===== config.mk =====
export PLATFORM = sky130hd
export DESIGN_NAME = thl_logger
export DESIGN_NICKNAME = d
export VERILOG_FILES = /design/src/rtl/thl_pkg.sv /design/src/rtl/thl_logger.sv
export VERILOG_INCLUDE_DIRS = /design/src /design/src/rtl
export SDC_FILE = /design/constraint.sdc
export NUM_CORES = 2
export LEC_CHECK = 0
export BUFFER_PORTS_ARGS = -buffer_cell sky130_fd_sc_hd__buf_2
export CORE_AREA = 2 2 289 291
export DETAILED_ROUTE_END_ITERATION = 7
export DIE_AREA = 0 0 291 293
export PLACE_DENSITY = 0.7
export SKIP_LAST_GASP = 1
export SYNTH_ARGS = -nofsm -noshare
export SYNTH_HDL_FRONTEND = slang
export SYNTH_SLANG_ARGS = --single-unit

===== constraint.sdc =====
create_clock -name clk_sys_i -period 50 [get_ports clk_sys_i]
set_input_delay 10 -clock clk_sys_i [delete_from_list [all_inputs] [get_ports clk_sys_i]]
set_output_delay 10 -clock clk_sys_i [all_outputs]
set_load 0.02 [all_outputs]

===== src/rtl/thl_defs.svh =====
// Register offsets, field positions and reset values of the trip history logger.
`ifndef THL_DEFS_SVH
`define THL_DEFS_SVH
`define THL_AW         9
`define THL_OFS_LOGCTL 9'h000
`define THL_OFS_TBC    9'h004
`define THL_OFS_STAT   9'h008
`define THL_OFS_CMD    9'h00c
`define THL_OFS_DTSEL  9'h010
`define THL_REG_CODE   3'h1
`define THL_REG_STAMP  3'h2
`define THL_REG_SUB    3'h3
`define THL_REG_MON    3'h4
`define THL_REG_CTL    3'h0
`define THL_REG_MON_HI 3'h5
`define THL_MIDX_HI    6
`define THL_BYTE_HI    7
`define THL_BE_LOW     0
`define THL_DTSEL_BIT  0
`define THL_SUB_NONE   8'h00
`define THL_SLOT_MAX   16
`define THL_MON_MAX    32
`define THL_WORD_W     32
`define THL_RGN_HI     8
`define THL_RGN_LO     6
`define THL_IDX_HI     5
`define THL_IDX_LO     2
`define THL_LOG_CLEAR  8'hff
`define THL_TBC_NOFRZ  4
`define THL_CMD_CLRTRP 0
`define THL_CMD_PWREN  1
`define THL_ST_TRIP    0
`define THL_ST_PWR     1
`define THL_ST_FRZ     2
`define THL_RST_BYTE   8'h00
`endif


===== src/rtl/thl_pkg.sv =====
// Types shared by the trip history logger.
package thl_pkg;
  typedef logic [7:0]  thl_byte_t;
  typedef logic [31:0] thl_word_t;
  typedef enum logic {
    THL_SRC_PRIMARY,
    THL_SRC_ALTERNATE
  } thl_dtsrc_e;
endpackage


===== src/rtl/thl_logger.sv =====
// Trip history logger with power disable, monitor freeze and Avalon-MM registers.
//
// Register access over Avalon-MM and the register addresses were decided locally.
`timescale 1ns/1ps
`include "thl_defs.svh"
module thl_logger
  import thl_pkg::*;
#(
  parameter int SLOTS  = 10,
  parameter int CODE_W = 8,
  parameter int MON_N  = 18,
  parameter int MON_W  = 16
) (
  input  wire logic                   clk_sys_i,
  input  wire logic                   rst_i,
  input  wire logic                   trip_i,
  input  wire logic [CODE_W-1:0]      trip_code_i,
  input  wire logic                   trip_has_sub_i,
  input  wire logic [7:0]             trip_sub_i,
  input  wire logic [15:0]            date_pri_i,
  input  wire logic [15:0]            time_pri_i,
  input  wire logic [15:0]            date_alt_i,
  input  wire logic [15:0]            time_alt_i,
  input  wire logic [MON_N*MON_W-1:0] mon_live_i,
  input  wire logic [`THL_AW-1:0]     avs_address_i,
  input  wire logic                   avs_read_i,
  input  wire logic                   avs_write_i,
  input  wire logic [31:0]            avs_writedata_i,
  input  wire logic [3:0]             avs_byteenable_i,
  output logic      [31:0]            avs_readdata_o,
  output logic                        avs_waitrequest_o,
  output logic                        pwr_enable_o,
  output logic                        tripped_o,
  output logic [MON_N*MON_W-1:0]      mon_o
);

  ////////////////////////////////////////////////////////////////////////////
  // Elaboration checks.

  // Values that the index fields or the read path cannot serve are refused.
  if (SLOTS < 1 || SLOTS > `THL_SLOT_MAX) begin : g_bad_slots
    $error("SLOTS must lie between 1 and 16.");
  end
  if (MON_N < 1 || MON_N > `THL_MON_MAX) begin : g_bad_mon_n
    $error("MON_N must lie between 1 and 32.");
  end
  if (CODE_W < 1 || CODE_W > `THL_WORD_W) begin : g_bad_code_w
    $error("CODE_W must lie between 1 and 32.");
  end
  if (MON_W < 1 || MON_W > `THL_WORD_W) begin : g_bad_mon_w
    $error("MON_W must lie between 1 and 32.");
  end

  ////////////////////////////////////////////////////////////////////////////
  // Bus handshake.

  // Bus decode.
  logic                    wait_q;
  logic                    req;
  logic                    acc;
  logic                    wr_acc;
  logic [2:0]              rgn;
  logic [3:0]              idx;
  logic [4:0]              midx;
  logic                    sel_logctl;
  logic                    sel_tbc;
  logic                    sel_cmd;
  logic                    sel_dtsel;

  // Settings, trip state and command pulses.
  thl_byte_t               logctl_q;
  thl_byte_t               tbc_q;
  thl_dtsrc_e              dtsel_q;
  logic                    trip_q;
  logic                    pwr_q;
  logic                    frz;
  logic                    clr_log;
  logic                    clr_trip;
  logic                    pwr_cmd;

  // Log storage.
  logic [CODE_W-1:0]       code_q  [SLOTS];
  logic [31:0]             stamp_q [SLOTS];
  logic [7:0]              sub_q   [SLOTS];
  logic [31:0]             stamp_now;
  logic [7:0]              sub_now;

  // Read path.
  thl_word_t               rdata_d;
  thl_word_t               rdata_q;

  // Request decode; an access is accepted in the cycle in which waitrequest is low.
  assign req    = avs_read_i | avs_write_i;
  assign acc    = req & ~wait_q;
  assign wr_acc = acc & avs_write_i & avs_byteenable_i[`THL_BE_LOW];
  assign rgn    = avs_address_i[`THL_RGN_HI:`THL_RGN_LO];
  assign idx    = avs_address_i[`THL_IDX_HI:`THL_IDX_LO];
  assign midx   = avs_address_i[`THL_MIDX_HI:`THL_IDX_LO];

  // Waitrequest drops for one cycle, one edge after a request appears.
  // Every access thus takes two cycles and takes effect only in the second,
  // so a request held one cycle past its acceptance is not served twice.
  always_ff @(posedge clk_sys_i or posedge rst_i) begin
    if (rst_i) begin
      wait_q <= 1'b1;
    end else begin
      wait_q <= ~(req & wait_q);
    end
  end

  ////////////////////////////////////////////////////////////////////////////
  // Control settings.

  // Register selects for accepted writes.
  assign sel_logctl = wr_acc && avs_address_i == `THL_OFS_LOGCTL;
  assign sel_tbc    = wr_acc && avs_address_i == `THL_OFS_TBC;
  assign sel_cmd    = wr_acc && avs_address_i == `THL_OFS_CMD;
  assign sel_dtsel  = wr_acc && avs_address_i == `THL_OFS_DTSEL;

  // Command pulses last one cycle and are never stored.
  assign clr_log  = sel_logctl && avs_writedata_i[`THL_BYTE_HI:0] == `THL_LOG_CLEAR;
  assign clr_trip = sel_cmd && avs_writedata_i[`THL_CMD_CLRTRP];
  assign pwr_cmd  = sel_cmd && avs_writedata_i[`THL_CMD_PWREN];

  // Stored settings; the log control value reads back as written.
  always_ff @(posedge clk_sys_i or posedge rst_i) begin
    if (rst_i) begin
      logctl_q <= `THL_RST_BYTE;
      tbc_q    <= `THL_RST_BYTE;
      dtsel_q  <= THL_SRC_PRIMARY;
    end else begin
      if (sel_logctl) begin
        logctl_q <= avs_writedata_i[`THL_BYTE_HI:0];
      end
      if (sel_tbc) begin
        tbc_q <= avs_writedata_i[`THL_BYTE_HI:0];
      end
      if (sel_dtsel) begin
        dtsel_q <= thl_dtsrc_e'(avs_writedata_i[`THL_DTSEL_BIT]);
      end
    end
  end

  ////////////////////////////////////////////////////////////////////////////
  // Trip state and power output.

  // The trip flag also drives the freeze and the power interlock below.
  // A trip arriving with a clear command keeps the drive tripped.
  always_ff @(posedge clk_sys_i or posedge rst_i) begin
    if (rst_i) begin
      trip_q <= 1'b0;
    end else if (trip_i) begin
      trip_q <= 1'b1;
    end else if (clr_trip) begin
      trip_q <= 1'b0;
    end
  end

  // Power drops on a trip and returns only on a separate enable.
  // Clearing a trip never restores power by itself, so the load stays free until asked.
  always_ff @(posedge clk_sys_i or posedge rst_i) begin
    if (rst_i) begin
      pwr_q <= 1'b0;
    end else if (trip_i) begin
      pwr_q <= 1'b0;
    end else if (pwr_cmd && !trip_q) begin
      pwr_q <= 1'b1;
    end
  end

  assign pwr_enable_o = pwr_q;
  assign tripped_o    = trip_q;

  ////////////////////////////////////////////////////////////////////////////
  // Monitor freeze.

  // Holding starts in the trip cycle, so the last pre-trip sample stays.
  // With the no-freeze bit set the values track live data even while tripped.
  assign frz = (trip_i | trip_q) & ~tbc_q[`THL_TBC_NOFRZ];

  generate
    for (genvar m = 0; m < MON_N; m++) begin : g_mon
      // Each value tracks live data unless frozen.
      // Reset clears the held copies so no stale value is read after reset.
      always_ff @(posedge clk_sys_i or posedge rst_i) begin
        if (rst_i) begin
          mon_o[m*MON_W +: MON_W] <= '0;
        end else if (!frz) begin
          mon_o[m*MON_W +: MON_W] <= mon_live_i[m*MON_W +: MON_W];
        end
      end
    end
  endgenerate

  ////////////////////////////////////////////////////////////////////////////
  // Trip history logs.

  // Stamp from the selected source; sub-code zero when absent.
  assign stamp_now = (dtsel_q == THL_SRC_ALTERNATE) ? {date_alt_i, time_alt_i}
                                                    : {date_pri_i, time_pri_i};
  assign sub_now   = trip_has_sub_i ? trip_sub_i : `THL_SUB_NONE;

  // A log clear in the trip cycle empties the older slots but keeps the new entry,
  // so the trip that arrives with the clear is never lost.
  generate
    for (genvar s = 0; s < SLOTS; s++) begin : g_slot
      // Slot zero takes the new trip; others take their neighbour.
      always_ff @(posedge clk_sys_i or posedge rst_i) begin
        if (rst_i) begin
          code_q[s]  <= '0;
          stamp_q[s] <= '0;
          sub_q[s]   <= '0;
        end else if (trip_i) begin
          if (s == 0) begin
            code_q[s]  <= trip_code_i;
            stamp_q[s] <= stamp_now;
            sub_q[s]   <= sub_now;
          end else if (clr_log) begin
            code_q[s]  <= '0;
            stamp_q[s] <= '0;
            sub_q[s]   <= '0;
          end else begin
            code_q[s]  <= code_q[s-1];
            stamp_q[s] <= stamp_q[s-1];
            sub_q[s]   <= sub_q[s-1];
          end
        end else if (clr_log) begin
          code_q[s]  <= '0;
          stamp_q[s] <= '0;
          sub_q[s]   <= '0;
        end
      end
    end
  endgenerate

  ////////////////////////////////////////////////////////////////////////////
  // Read data.

  // Unmapped addresses and reserved bits read as zero.
  // Monitor values span two address regions and use the wider index.
  always_comb begin
    rdata_d = '0;
    case (rgn)
      `THL_REG_CTL: begin
        case (avs_address_i)
          `THL_OFS_LOGCTL: rdata_d[`THL_BYTE_HI:0] = logctl_q;
          `THL_OFS_TBC:    rdata_d[`THL_BYTE_HI:0] = tbc_q;
          `THL_OFS_DTSEL:  rdata_d[`THL_DTSEL_BIT] = dtsel_q;
          `THL_OFS_STAT: begin
            rdata_d[`THL_ST_TRIP] = trip_q;
            rdata_d[`THL_ST_PWR]  = pwr_q;
            rdata_d[`THL_ST_FRZ]  = frz;
          end
          default: rdata_d = '0;
        endcase
      end
      `THL_REG_CODE: begin
        if (32'(idx) < SLOTS) begin
          rdata_d[CODE_W-1:0] = code_q[idx];
        end
      end
      `THL_REG_STAMP: begin
        if (32'(idx) < SLOTS) begin
          rdata_d = stamp_q[idx];
        end
      end
      `THL_REG_SUB: begin
        if (32'(idx) < SLOTS) begin
          rdata_d[`THL_BYTE_HI:0] = sub_q[idx];
        end
      end
      `THL_REG_MON, `THL_REG_MON_HI: begin
        if (32'(midx) < MON_N) begin
          rdata_d[MON_W-1:0] = mon_o[midx*MON_W +: MON_W];
        end
      end
      default: rdata_d = '0;
    endcase
  end

  ////////////////////////////////////////////////////////////////////////////
  // Read register.

  // Read data is loaded with the cycle in which waitrequest drops.
  // Loading only while waitrequest is high keeps the value steady while the master takes it.
  always_ff @(posedge clk_sys_i or posedge rst_i) begin
    if (rst_i) begin
      rdata_q <= '0;
    end else if (avs_read_i && wait_q) begin
      rdata_q <= rdata_d;
    end
  end

  assign avs_readdata_o    = rdata_q;
  assign avs_waitrequest_o = wait_q;

endmodule


==> impl_metrics.csv <==
group,metric,value,unit
floorplanning,coreArea,0.0818,mm2
yosys,synth_area_per_cell,12.8,um2
yosys,synth_area_leaders,"dfrtp_1, mux2i_1, mux2_2",
placement,place.gp.congestion,1.02,
yosys,async_flop_share,100,%
critical_path,crit_path_frequent_cell,"buf_4",
yosys,yosys_warnings,0,
worst_hold_path,holdPathEnd,"avs_readdata_o[4]",
critical_path,rrSetupSlack,46.33,ns
floorplanning,fp.dieW,291,um
detailed_routing,via_count,27800,
sta,hold_viol_final,0,
global_route,track_usage,33.3,%
floorplanning,rows,105,
critical_path,crit_required,50.52,ns
worst_hold_path,hold_class,"flop to flop",
floorplanning,num_io_pins,742,
sta,setup_viol,0,
detailed_routing,routedWlPerCell,29.9,um
yosys,synth_cells,3027,
critical_path,crit_chain,"buf_8 -> buf_4 -> buf_4 -> buf_4 -> mux4_2 -> a211oi_1 -> o22ai_1 -> a211oi_1 -> o21ai_0",
placement,port_buffers,714,
power_and_ir_drop,leakage,22.6,nW
sta,fmax,70.9,MHz
global_route,use_met2,51.8,%
sta,grt_setup_unrepaired,"false",
power_and_ir_drop,power_switching,0.000622,W
clocking,path_clk_slew,0.06,ns
clocking,cts_tree,"done",
yosys,post_synth_most_frequent_cells,"dfrtp_1, mux2i_1, nor2_1",
clocking,h-tree-depth,3,
clocking,post_cts_buffers,0,
critical_path,critPathKind,"input port to flop",
sta,finalMaxSlewViolations,0,
clocking,cts_hold_buf,0,
sta,min_period,14.11,ns
global_route,antenna_found_initial,37,
critical_path,cp_max_fo,50,
global_route,grtUsageMet1,43.8,%
yosys,synth_top_area_share,53.0,%
global_route,grt_pass1_vias,27600,
worst_hold_path,hold_depth,2,
finish,fin_nets,4056,
yosys,ys.flop_type,"dfrtp_1",
detailed_routing,wl,143,mm
floorplanning,die_area,0.0853,mm2
finish,synthToLayoutAreaGrowth,18.4,%
finish,drive_gt1_share,38.5,%
detailed_routing,drtPass1Iterations,5,
yosys,synth_edf_count,0,
critical_path,cp_slowest_stage_delay,0.87,ns
clocking,cts_root_buf,"clkbuf_16",
critical_path,ff2ff_path_depth,4,
detailed_routing,via_per_inst,5.81,
critical_path,timing.rr.start,"tripped_o",
yosys,yosysSeqAreaShare,53.1,%
global_route,grt_max_degree,240,
detailed_routing,ant_nets,0,
sta,tightest_slew,1.18,ns
flow_run,max_cap_viol_count,0,
power_and_ir_drop,p_total,0.00200,W
power_and_ir_drop,ir_worst_vdd,0.0265,mV
detailed_routing,drt_iter0_markers,2719,
critical_path,cp-start-kind,"input port",
power_and_ir_drop,pwr-share-seq,45.8,%
placement,place_hpwl,106,mm
global_route,grt_pass1_wl,203,mm
global_route,busiest_layer,"met2",
yosys,ys_ff_latch,820,
yosys,syn-cell-area,0.0387,mm2
critical_path,arrival,14.63,ns
yosys,synth.distinct_cells,49,
critical_path,path_buf_inv,4,
clocking,numCtsBuffers,90,
power_and_ir_drop,internal-power,0.00138,W
sta,clock_skew,0.0243,ns
critical_path,critPathTopFamily,"buffers and inverters",
detailed_routing,drc,0,
clocking,clk_path_buf_depth,3,
clocking,cts_sinks,820,
yosys,syn_nets,3446,
sta,fin_setup_tns,0,ns
clocking,postCtsResizedCells,0,
floorplanning,start_util,47.3,%
sta,fin_crit_sh,28.2,%
sta,slew_headroom,21.4,%
power_and_ir_drop,p_sw_share,31.1,%
critical_path,critPathCaptureType,"flop",
power_and_ir_drop,power_density,43.7,mW/mm2
global_route,grt_remaining_overflow,0,
global_route,gr-usage-met3,8.28,%
outcome,status,"finished, final reports clean",
critical_path,critPathSlowestCell,"buf_4",
power_and_ir_drop,combPwrFrac,20.5,%
power_and_ir_drop,p_clk_share,33.7,%
worst_hold_path,min-delay-start,"avs_readdata_o[4]",
yosys,synth_largest_area_cell,"dfrtp_1",
clocking,clk-insertion-delay-late,0.65,ns
yosys,synth_most_common_cell,"dfrtp_1",
floorplanning,die-height,293,um
critical_path,r2r_end,"mon_o[60]",
## registers in the layout (all words and copies together) (netlist names)
register           cells
sub_q                 80
avs_readdata_o        32
mon_o                288
dtsel_q                1
avs_waitrequest_o      1
tripped_o              1
logctl_q               8
code_q                80
pwr_enable_o           1
stamp_q              320
tbc_q                  8
## power by group through the flow
stage	logic [W]	clock network [W]	registers [W]
final	0.000410	0.000674	0.000916
after global routing	0.000444	0.000712	0.000933
after CTS	0.000412	0.000684	0.000913
after detailed placement	0.000410	0	0.000922
after global placement	0.000401	0	0.000916
after floorplan	0.000237	0	0.000923
## cell usage in the layout, fill, tap and decap left out, types with 5 or more instances in the layout
| cell type | n |
|---|---|
| a21oi_1 | 17 |
| buf_4 | 33 |
| diode_2 | 17 |
| dfrtp_1 | 818 |
| clkbuf_8 | 24 |
| a22o_1 | 25 |
| clkbuf_1 | 17 |
| clkinv_2 | 13 |
| clkbuf_16 | 91 |
| a22oi_1 | 36 |
| a32oi_1 | 11 |
| bufinv_16 | 5 |
| o22ai_1 | 23 |
| buf_2 | 711 |
| mux4_2 | 146 |
| nor3_1 | 9 |
| mux2_2 | 372 |
| nor2_1 | 455 |
| nand3_1 | 5 |
| mux2i_1 | 512 |
| nand2_1 | 185 |
| a211oi_1 | 7 |
| o21ai_0 | 109 |
## per-stage QoR
| step | area [um2] | cells | setup WS, ns | hold slack, ns | util (%) |
|---|---|---|---|---|---|
| 2_1_floorplan | 38700 | 3027 | 16.97 | 0.471 | - |
| 3_3_place_gp | 42800 | 4615 | 35.09 | 0.480 | 52.3 |
| 3_5_place_dp | 42800 | 4615 | 35.15 | 0.475 | 52.3 |
| 4_1_cts | 45700 | 4770 | 35.81 | 0.490 | 55.9 |
| 5_1_grt | 45800 | 4783 | 35.51 | 0.515 | 55.9 |
| 6_report | 45800 | 4787 | 35.89 | 0.494 | 55.9 |
## worst max path at each step
stage	end	from	slack (ns)	cells after the start
3_5_place_dp	avs_readdata_o[0]	avs_address_i[2]	35.15	9
4_1_cts	avs_readdata_o[0]	avs_address_i[2]	35.81	9
6_report	avs_readdata_o[0]	avs_address_i[2]	35.89	9
3_3_place_gp	avs_readdata_o[0]	avs_address_i[2]	35.09	9
2_1_floorplan	avs_readdata_o[0]	rst_i	16.97	1
5_1_grt	avs_readdata_o[0]	avs_address_i[2]	35.51	9
## cell type report
class | instances | area (um2)
fillers | 6989 | 36100
clock inverters | 23 | 297
inverters | 5 | 26.3
flip-flops and latches | 820 | 20500
well taps | 1070 | 1340
diodes | 17 | 42.5
clock buffers | 132 | 2670
multi-input cells | 1970 | 17000
repair buffers | 750 | 3910
## kinds of logic after synthesis
| kind of cell | count (synthesis) | share of synthesized area (%) |
|---|---|---|
| flip-flops | 820 | 53.1 |
| buffers and inverters | 237 | 3.17 |
| multiplexers | 1030 | 32.6 |
| AND/OR/NAND/NOR | 688 | 7.04 |
| AO/OA/AOI/OAI | 252 | 4.15 |
## worst reg2reg max path: stages (launching register included)
cell and delay, ns:
dfrtp_1 0.44, o21bai_4 0.81, buf_4 0.83, buf_4 0.96, mux2_2 0.50
## layer usage
layer | wire [um] | up-vias | part of all wire [%]
li1 | - | 12100 | -
met1 | 56900 | 14400 | 40
met2 | 66700 | 1076 | 47
met3 | 11500 | 228 | 8.1
met4 | 7730 | 20 | 5.4
met5 | 287 | - | 0.20
Note: power is estimated with default switching activity, not from simulation.
